`config.mk`:
```
export PLATFORM = sky130hd
export DESIGN_NAME = speed_sdo_unit
export DESIGN_NICKNAME = d
export VERILOG_FILES = /design/src/hw/speed_sdo_unit.v
export VERILOG_INCLUDE_DIRS = /design/src /design/src/hw
export SDC_FILE = /design/constraint.sdc
export NUM_CORES = 1
export LEC_CHECK = 0
export ABC_CLOCK_PERIOD_IN_PS = 2000
export BUFFER_PORTS_ARGS = -buffer_cell sky130_fd_sc_hd__buf_2
export CORE_MARGIN = 2
export CORE_UTILIZATION = 46
export CTS_BUF_LIST = sky130_fd_sc_hd__clkbuf_4 sky130_fd_sc_hd__clkbuf_8
export CTS_CLUSTER_SIZE = 10
export DETAILED_ROUTE_END_ITERATION = 10
export PLACE_DENSITY = 0.73
export SLEW_MARGIN = 20
export SYNTH_ARGS = -nofsm -noshare
export SYNTH_HDL_FRONTEND = slang
export SYNTH_SLANG_ARGS = --single-unit
```
`constraint.sdc`:
```
create_clock -name clk_i -period 2 [get_ports clk_i]
set_input_delay 0.1 -clock clk_i [delete_from_list [all_inputs] [get_ports clk_i]]
set_output_delay 0.1 -clock clk_i [all_outputs]
set_load 0.05 [all_outputs]
```
`src/hw/speed_sdo_defs.vh`:
```
/*
  Constants for the speed and SDO command unit: register offsets, field
  positions, reset values and state codes.
  Assumes inclusion by bare name from the design file and the bench.
*/
`ifndef SPEED_SDO_DEFS_VH
`define SPEED_SDO_DEFS_VH

// ----------------------------------------------------------------
// Register byte offsets
// ----------------------------------------------------------------
`define OFS_CTRL      6'h00
`define OFS_SPEED_COMMAND_OP      6'h04
`define OFS_ACCEL     6'h08
`define OFS_DECEL     6'h0C
`define OFS_PRECLEAR  6'h10
`define OFS_STATUS    6'h14
`define OFS_SDO_NODE  6'h18
`define OFS_SDO_INDEX 6'h1C
`define OFS_SDO_SUB   6'h20
`define OFS_SDO_DATA  6'h24
`define OFS_SDO_CMD   6'h28
`define OFS_SDO_RESULT 6'h2C
`define OFS_ERR0      6'h30
`define OFS_ERR1      6'h34
`define OFS_ERR2      6'h38
`define OFS_ERR3      6'h3C

// ----------------------------------------------------------------
// Control register fields
// ----------------------------------------------------------------
`define CTRL_RUN      0
`define CTRL_DIR      1
`define CTRL_SERVO    2
`define CTRL_QSTOP    3
`define CTRL_PAUSE    4
`define CTRL_LOCK     5
`define CTRL_SPEED_EN 6
`define CTRL_SCAN     7
`define CTRL_RESET    8'h00

// ----------------------------------------------------------------
// Preclear configuration fields
// ----------------------------------------------------------------
`define PCL_SPEED_COMMAND_OP      0
`define PCL_TORQUE    1
`define PCL_TLIMIT    2
`define PCL_RESET     16'h0000

// ----------------------------------------------------------------
// SDO command register fields
// ----------------------------------------------------------------
`define CMD_GO        0
`define CMD_WRITE     1
`define CMD_PULSE     2

// ----------------------------------------------------------------
// Status fields
// ----------------------------------------------------------------
`define ST_DONE       0
`define ST_OK         1
`define ST_REACHED    2
`define ST_BUSY       3

// ----------------------------------------------------------------
// Transfer states
// ----------------------------------------------------------------
`define S_IDLE        2'h0
`define S_REQ         2'h1
`define S_WAIT        2'h2

`endif

```
`src/hw/speed_sdo_unit.v`:
```
/*
  Speed command and SDO transfer unit of a drive's built-in controller.
  Holds the speed command, control bits and preclear configuration, and
  runs one SDO upload or download at a time toward a CANopen engine.
  Assumes a classic Wishbone master, a drive core that consumes the
  command outputs, and an SDO engine with a req/ack style handshake.
*/
`timescale 1ns/1ps
`include "speed_sdo_defs.vh"

module speed_sdo_unit #(
  parameter SPEED_COMMAND_OP_W = 16,
  parameter TIME_W = 16,
  parameter DATA_W = 32
) (
  // Clock and reset
  input  wire              clk_i,
  input  wire              rst_i,
  // Wishbone slave
  input  wire              cyc_i,
  input  wire              stb_i,
  input  wire              we_i,
  input  wire [5:0]        adr_i,
  input  wire [3:0]        sel_i,
  input  wire [31:0]       dat_i,
  output reg  [31:0]       dat_o,
  output reg               ack_o,
  // Drive core
  input  wire              speed_command_op_reached_i,
  output reg  [SPEED_COMMAND_OP_W-1:0] speed_command_op_cmd_o,
  output reg  [TIME_W-1:0] accel_time_o,
  output reg  [TIME_W-1:0] decel_time_o,
  output reg               run_o,
  output reg               reverse_o,
  output reg               servo_on_o,
  output reg               quick_stop_o,
  output reg               pause_o,
  output reg               speed_command_op_lock_o,
  output reg               torque_clear_o,
  output reg               limit_clear_o,
  // SDO engine
  output reg               sdo_req_o,
  output reg               sdo_write_o,
  output reg  [6:0]        sdo_node_o,
  output reg  [15:0]       sdo_index_o,
  output reg  [15:0]       sdo_sub_o,
  output reg  [DATA_W-1:0] sdo_wdata_o,
  input  wire              sdo_ack_i,
  input  wire              sdo_done_i,
  input  wire              sdo_error_i,
  input  wire [DATA_W-1:0] sdo_rdata_i,
  input  wire [63:0]       sdo_err_info_i
);

  // ----------------------------------------------------------------
  // Registers
  // ----------------------------------------------------------------
  reg [7:0]        ctrl;
  reg [SPEED_COMMAND_OP_W-1:0] speed_command_op_op;
  reg [TIME_W-1:0] accel_op;
  reg [TIME_W-1:0] decel_op;
  reg [15:0]       preclear;
  reg [6:0]        node;
  reg [15:0]       index;
  reg [15:0]       sub;
  reg [DATA_W-1:0] data;
  reg [2:0]        cmd;
  reg [DATA_W-1:0] result;
  wire [15:0]      err_word [0:3];
  reg              transfer_done_flag;
  reg              transfer_ok_flag;
  reg              speed_command_op_reached_flag;
  reg [1:0]        state;
  reg              go_prev;
  reg [31:0]       next_dat;

  wire bus_req  = cyc_i & stb_i & ~ack_o;
  wire bus_wr   = bus_req & we_i;
  wire scan     = bus_wr & (adr_i == `OFS_CTRL) & sel_i[0];
  wire cmd_wr   = bus_wr & (adr_i == `OFS_SDO_CMD) & sel_i[0];
  wire go_level = cmd[`CMD_GO];

  // ----------------------------------------------------------------
  // Command start detection
  // ----------------------------------------------------------------
  // Pulse or continuous
  wire go_event = cmd[`CMD_PULSE] ? (go_level & ~go_prev) : go_level;
  wire start    = go_event & (state == `S_IDLE);

  // ----------------------------------------------------------------
  // Bus write side and scan reference handling
  // ----------------------------------------------------------------
  // A write to the control byte marks a new program scan; the preclear
  // bits act at that moment so the speed operand written in the same
  // scan wins when the enable bit is set.
  always @(posedge clk_i) begin
    if (rst_i) begin
      ctrl     <= `CTRL_RESET;
      speed_command_op_op  <= {SPEED_COMMAND_OP_W{1'b0}};
      accel_op <= {TIME_W{1'b0}};
      decel_op <= {TIME_W{1'b0}};
      preclear <= `PCL_RESET;
      node     <= 7'h00;
      index    <= 16'h0000;
      sub      <= 16'h0000;
      data     <= {DATA_W{1'b0}};
      cmd      <= 3'h0;
    end else begin
      if (bus_wr) begin
        case (adr_i)
          `OFS_CTRL:      if (sel_i[0]) ctrl <= dat_i[7:0];
          `OFS_SPEED_COMMAND_OP:      speed_command_op_op <= dat_i[SPEED_COMMAND_OP_W-1:0];
          `OFS_ACCEL:     accel_op <= dat_i[TIME_W-1:0];
          `OFS_DECEL:     decel_op <= dat_i[TIME_W-1:0];
          `OFS_PRECLEAR:  preclear <= dat_i[15:0];
          `OFS_SDO_NODE:  node <= dat_i[6:0];
          `OFS_SDO_INDEX: index <= dat_i[15:0];
          `OFS_SDO_SUB:   sub <= dat_i[15:0];
          `OFS_SDO_DATA:  data <= dat_i[DATA_W-1:0];
          `OFS_SDO_CMD:   if (sel_i[0]) cmd <= dat_i[2:0];
          default: begin
          end
        endcase
      end
    end
  end

  // ----------------------------------------------------------------
  // Drive command outputs
  // ----------------------------------------------------------------
  always @(posedge clk_i) begin
    if (rst_i) begin
      speed_command_op_cmd_o     <= {SPEED_COMMAND_OP_W{1'b0}};
      accel_time_o   <= {TIME_W{1'b0}};
      decel_time_o   <= {TIME_W{1'b0}};
      run_o          <= 1'b0;
      reverse_o      <= 1'b0;
      servo_on_o     <= 1'b0;
      quick_stop_o   <= 1'b0;
      pause_o        <= 1'b0;
      speed_command_op_lock_o    <= 1'b0;
      torque_clear_o <= 1'b0;
      limit_clear_o  <= 1'b0;
    end else begin
      run_o        <= ctrl[`CTRL_RUN] & ctrl[`CTRL_SERVO];
      reverse_o    <= ctrl[`CTRL_DIR];
      servo_on_o   <= ctrl[`CTRL_SERVO];
      quick_stop_o <= ctrl[`CTRL_QSTOP];
      pause_o      <= ctrl[`CTRL_PAUSE];
      speed_command_op_lock_o  <= ctrl[`CTRL_LOCK];
      torque_clear_o <= scan & preclear[`PCL_TORQUE];
      limit_clear_o  <= scan & preclear[`PCL_TLIMIT];
      if (scan & dat_i[`CTRL_SPEED_EN]) begin
        speed_command_op_cmd_o   <= speed_command_op_op;
        accel_time_o <= accel_op;
        decel_time_o <= decel_op;
      end else if (scan & preclear[`PCL_SPEED_COMMAND_OP]) begin
        speed_command_op_cmd_o <= {SPEED_COMMAND_OP_W{1'b0}};
      end
    end
  end

  // ----------------------------------------------------------------
  // SDO transfer sequencer
  // ----------------------------------------------------------------
  always @(posedge clk_i) begin
    if (rst_i) begin
      state              <= `S_IDLE;
      go_prev            <= 1'b0;
      sdo_req_o          <= 1'b0;
      sdo_write_o        <= 1'b0;
      sdo_node_o         <= 7'h00;
      sdo_index_o        <= 16'h0000;
      sdo_sub_o          <= 16'h0000;
      sdo_wdata_o        <= {DATA_W{1'b0}};
      result             <= {DATA_W{1'b0}};
      transfer_done_flag <= 1'b0;
      transfer_ok_flag   <= 1'b0;
    end else begin
      // In pulse mode a go that arrives while busy is dropped rather than queued, so
      // the program must wait for the done flag before its next one.
      go_prev <= go_level;
      case (state)
        `S_IDLE: begin
          if (start) begin
            transfer_done_flag <= 1'b0;
            transfer_ok_flag   <= 1'b0;
            sdo_req_o   <= 1'b1;
            sdo_write_o <= cmd[`CMD_WRITE];
            sdo_node_o  <= node;
            sdo_index_o <= index;
            sdo_sub_o   <= sub;
            sdo_wdata_o <= data;
            state       <= `S_REQ;
          end
        end
        `S_REQ: begin
          if (sdo_ack_i) begin
            sdo_req_o <= 1'b0;
            state     <= `S_WAIT;
          end
        end
        `S_WAIT: begin
          if (sdo_done_i) begin
            transfer_done_flag <= 1'b1;
            if (!sdo_error_i) begin
              transfer_ok_flag <= 1'b1;
              if (!sdo_write_o)
                result <= sdo_rdata_i;
            end
            state <= `S_IDLE;
          end
        end
        default: state <= `S_IDLE;
      endcase
    end
  end

  // ----------------------------------------------------------------
  // Error record words
  // ----------------------------------------------------------------
  // A failed exchange overwrites all four words at once, so software
  // never sees a mix of two error reports.
  // Capture on bad reply
  wire err_load = (state == `S_WAIT) & sdo_done_i & sdo_error_i;

  genvar gi;
  generate
    for (gi = 0; gi < 4; gi = gi + 1) begin : g_err
      reg [15:0] saved;
      always @(posedge clk_i) begin
        if (rst_i)
          saved <= 16'h0000;
        else if (err_load)
          saved <= sdo_err_info_i[16*gi +: 16];
      end
      assign err_word[gi] = saved;
    end
  endgenerate

  // ----------------------------------------------------------------
  // Frequency reached flag
  // ----------------------------------------------------------------
  // The drive core's level is registered here so that a status read
  // and the flag it reports belong to one and the same clock cycle.
  // Registered reached flag
  always @(posedge clk_i) begin
    if (rst_i)
      speed_command_op_reached_flag <= 1'b0;
    else
      speed_command_op_reached_flag <= speed_command_op_reached_i;
  end

  // ----------------------------------------------------------------
  // Bus read side
  // ----------------------------------------------------------------
  always @* begin
    next_dat = 32'h0000_0000;
    case (adr_i)
      `OFS_CTRL:       next_dat[7:0] = ctrl;
      `OFS_SPEED_COMMAND_OP:       next_dat[SPEED_COMMAND_OP_W-1:0] = speed_command_op_op;
      `OFS_ACCEL:      next_dat[TIME_W-1:0] = accel_op;
      `OFS_DECEL:      next_dat[TIME_W-1:0] = decel_op;
      `OFS_PRECLEAR:   next_dat[15:0] = preclear;
      `OFS_STATUS: begin
        next_dat[`ST_DONE]    = transfer_done_flag;
        next_dat[`ST_OK]      = transfer_ok_flag;
        next_dat[`ST_REACHED] = speed_command_op_reached_flag;
        next_dat[`ST_BUSY]    = (state != `S_IDLE);
      end
      `OFS_SDO_NODE:   next_dat[6:0] = node;
      `OFS_SDO_INDEX:  next_dat[15:0] = index;
      `OFS_SDO_SUB:    next_dat[15:0] = sub;
      `OFS_SDO_DATA:   next_dat[DATA_W-1:0] = data;
      `OFS_SDO_CMD:    next_dat[2:0] = cmd;
      `OFS_SDO_RESULT: next_dat[DATA_W-1:0] = result;
      `OFS_ERR0:       next_dat[15:0] = err_word[0];
      `OFS_ERR1:       next_dat[15:0] = err_word[1];
      `OFS_ERR2:       next_dat[15:0] = err_word[2];
      `OFS_ERR3:       next_dat[15:0] = err_word[3];
      default:         next_dat = 32'h0000_0000;
    endcase
  end

  // Every access, mapped or not, is answered one cycle later so that a
  // stray address never hangs the master; unmapped reads give zero.
  always @(posedge clk_i) begin
    if (rst_i) begin
      ack_o <= 1'b0;
      dat_o <= 32'h0000_0000;
    end else begin
      ack_o <= bus_req;
      if (bus_req & ~we_i)
        dat_o <= next_dat;
    end
  end

endmodule

```
[Word-level counts from Yosys, hierarchy flattened]
Cells that the tools add are included.
Cells by class
  magnitude comparators: 0
  shift operators: 0
  equal/unequal tests: 21
  bitwise gates (word level): 20
  multiply operators: 0
  div/mod/pow operators: 0
  mux-type cells: 22
  add/subtract/negate cells: 0
  reduce and logical (&&, ||, !) cells: 22
Operators by type and width (number)
  $pmux W8 S12: 1
  $eq A6 B6 Y1 const B: 8
  $pmux W3 S16: 1
  $pmux W3 S14: 1
  $mux W16: 2
  $pmux W16 S2: 1
  $eq A6 B5 Y1 const B: 4
  $reduce_and A2 Y1: 9
  $and A1 B1 Y1: 15
  $pmux W1 S15: 1
  $reduce_and A3 Y1: 5
  $pmux W1 S13: 1
  $eq A6 B4 Y1 const B: 2
  $ne A2 B2 Y1 const B: 4
  $reduce_and A4 Y1: 2
  $reduce_bool A2 Y1: 4
  $mux W1: 7
  $eq A6 B3 Y1 const B: 1
  $logic_not A6 Y1: 1
  $mux W2: 3
  $pmux W1 S2: 3
  $pmux W2 S3: 1
  $not A1 Y1: 5
  $eq A2 B1 Y1 const B: 1
  2 further kinds: 2
Storage, ports and cells
  bits of input ports: 147
  memories kept: 0
  bits in writable memories: 0
  logic and storage cells: 124
  register bits: 410
  bits in read-only memories: 0
  bits in latches: 0
  output and inout bits: 162

[Longest topological paths before layout]
  depth in word-level cells: 8
  gate-level depth with buffers: 9
  mapped depth without buffers: 5

[Least setup slack after synthesis]
No wires, ideal clock.
  kind: register to register
  start: register ack_o
  end: register dat_o[6]
  arrival: 1934 ps
  data required time: 1905 ps
  library setup time: 95 ps
  cell stages (with the launch flop): 7
  path slack: -29 ps
  path buffers: 3
  period minus slack after synthesis: 2029 ps
  path through: dfxtp_1 -> nand4bb_1 -> clkbuf_1 -> clkbuf_1 -> clkbuf_1 -> nand2_1 -> a221oi_1
Between the ends
  word-level cells in the longest chain between the ends: 3
Ends and longest elaborated chain
  start: declaration: line speed_sdo_unit.v:27  | output reg ack_o,
  start signal: assignment: line speed_sdo_unit.v:292  | ack_o <= bus_req;
  $not A1 Y1: line speed_sdo_unit.v:77  | wire bus_req = cyc_i & stb_i & ~ack_o;
  $and A1 B1 Y1: line speed_sdo_unit.v:77
  $and A1 B1 Y1: line speed_sdo_unit.v:293  | if (bus_req & ~we_i)
  end signal: assignment: line speed_sdo_unit.v:294  | dat_o <= next_dat;
  end: declaration: line speed_sdo_unit.v:26  | output reg [31:0] dat_o,
Every way passes these cells.
A chain may end at the register's enable or synchronous reset.

[Worst setup path after layout]
  start: register ack_o
  end: register dat_o[8]
Same word-level chain as after synthesis.

==> out/results.ini <==
[outcome]
status = complete, no violations

[global_routing]
grt_max_degree = 178
gr-usage-met1_pct = 40.7
grt_pass1_wl_mm = 87.8
overflow = 0
grt_pass1_vias = 15600
grt_use_total_pct = 31.6
met2_usage_pct = 50.2
met3_usage_pct = 7.40
gr-max-usage-layer = met2
antenna_found_initial = 2

[floorplanning]
row_count = 68
io_pins = 309
start_util_pct = 46.7
fp.dieArea_um2 = 36500
fp.dieW_um = 191
die_h_um = 191
core_area_um2 = 34500

[placement]
dp_slack_ns = -0.0583
port_buffers = 305
gp_congestion = 0.931
hpwl_mm = 40.1
place_area_um2 = 18300

[sta]
max_freq_mhz = 525
rsz0062_at_grt = no
slew_viol_final = 0
holdWs_ns = 0.123
tightest_slew_ns = 0.859
fin_crit_sh_pct = 95.2
slew_headroom_pct = 42.7
setup_ws_ns = 0.0953
timing.setup.tns_ns = 0
hold_viol = 0
clock_skew_ns = 0.0337
period_needed_ns = 1.90
setup_violations = 0

[worst_setup_path]
cp_max_fo = 29
critPathKind = reg2reg
cp_data_required_time_ns = 2.48
endpoint_kind = flip-flop
crit_arrival_ns = 2.38
crit_path_start_kind = flip-flop

[synth]
yosys_warnings = 0
synth_flop_cell = dfxtp_1
syn_nets = 2139
postSynthAreaPerCell_um2 = 8.07
synth_edf_count = 0
synth_top_area_share_pct = 51.0
synthArstFlopShare_pct = 0
synth_commonest_cells = nand2_1 (718), dfxtp_1 (410), a21oi_1 (360)
ys_ff_latch = 410
ys_top_cells_by_area = dfxtp_1 (51%), nand2_1 (17%), a21oi_1 (11%), clkbuf_1 (2.7%), mux4_2 (2.0%)
synth_cell_type_count = 67
synth.most_common_cell = nand2_1
yosysSeqAreaShare_pct = 51.0
yosysTopAreaCell = dfxtp_1
synthCells = 1992
synth_area_um2 = 16100

[layout]
utilization_pct = 61.2
drive_above_1_share_pct = 22.4
final_cell_area_um2 = 21100
nNetsFinal = 2573
syn_to_final_growth_pct = 31.3

[clock_tree]
cts_tree = yes
clock_sinks = 410
cts_buffer_depth = 3
clkTransAtPathRegs_ns = 0.06
clkLatencyLatePin_ns = 0.60
post-cts-setup-buffers = 0
cts_made_buffers = 67
h-tree-depth = 3
cts_root_buffer = clkbuf_8

[routing]
wire_per_inst_um = 20.4
via_per_inst = 5.56
drtPass1Iterations = 8
drtAntennaViolNets = 0
via_count = 16300
drcViolationCount = 0
dr.first_iter.drc_count = 1444
wirelength_mm = 59.6

[pwr]
combPwrFrac_pct = 6.2
leakagePower_nw = 7.95
internal_power_mw = 12.8
irDropWorstVdd_uv = 519
powerDensity_nw_per_um2 = 793
p_seq_share_pct = 49.0
swShare_pct = 23.6
power.switching_mw = 3.95
p_clk_share_pct = 44.7

[worst_hold_path]
hold_class = in2reg

[run]
maxCapViolCount = 0

-- state kept, by name, summed over array words and instances, names as in the netlist, 32 cells and up --
register,cells
dat_o,32
data,32
g_err.saved,64
result,32
sdo_wdata_o,32
-- stage by stage --
step	cells	total power, mW
after floorplan	1992	8.77
final	2928	16.7
after detailed placement	2674	9.17
after global placement	2674	9.17
after global routing	2927	17.2
after CTS	2926	16.7
-- what timing repair did --
item                                    4_1_cts  5_1_grt
resized for setup                             0        3
hold buffers                                138        0
endpoints found under the setup margin        0        8
hold endpoints to repair                    268        0
-- kinds of logic (layout without fill, tap and decap cells) --
logic type,Yosys count,after routing,synth area share (%)
xor+xnor,1,1,0.0545
other cells,0,2,0
compound gates,490,490,17.9
buf+inv,164,643,4.64
mux,41,41,3.71
flops,410,410,51.0
simple gates,886,886,22.7
-- critical path: stages (launching register included) --
cell and delay [ns]:
dfxtp_2 0.32, nand4bb_2 0.40, buf_6 0.30, a221oi_1 0.22, o21ai_0 0.20, o31a_1 0.33
-- power by group through the flow --
| stage | Sequential (mW) | Clock, mW | Combinational, mW |
|---|---|---|---|
| 2_1_floorplan | 8.45 | 0 | 0.328 |
| 3_3_place_gp | 8.38 | 0 | 0.786 |
| 3_5_place_dp | 8.39 | 0 | 0.789 |
| 4_1_cts | 8.21 | 7.54 | 0.999 |
| 5_1_grt | 8.20 | 7.90 | 1.09 |
| 6_report | 8.21 | 7.49 | 1.04 |
-- final timing paths --
check / from / to / slack [ns] / cells past startpoint
setup / recovery: ack_o / dat_o[8] / 0.1 / 5
hold / removal: stb_i / dat_o[3] / 0.12 / 5
setup reg to reg: ack_o / dat_o[8] / 0.1 / 5
hold reg to reg: decel_time_o[4] / decel_time_o[4] / 0.45 / 2
-- metal layers --
metal	vias to the layer above	share of wire [%]	routed length (um)
met2	871	46	27100
met4	0	4.3	2550
met5	-	0	0
met1	7631	40	23600
li1	7626	-	-
met3	154	11	6300
-- cell usage in the layout, fill, tap and decap left out, types with 24 or more instances in the layout --
cell type	n
nand2_1	718
dfxtp_1	409
a21oi_1	360
buf_2	304
dlygate4sd3_1	138
clkbuf_8	78
buf_4	65
nor2_1	54
a22oi_1	35
a221oi_1	28
clkbuf_4	26
nor3_1	24
-- area by class of cell --
cell class	count	area, um2
sequential	410	8210
antenna	2	5.00
clock buffer	104	1270
fill	2902	13400
clock inverter	10	91.3
multi-input combinational	1418	7160
inverter	1	3.75
tap	455	569
timing repair buffer	528	3800
Note: power is estimated with default switching activity, not from simulation.
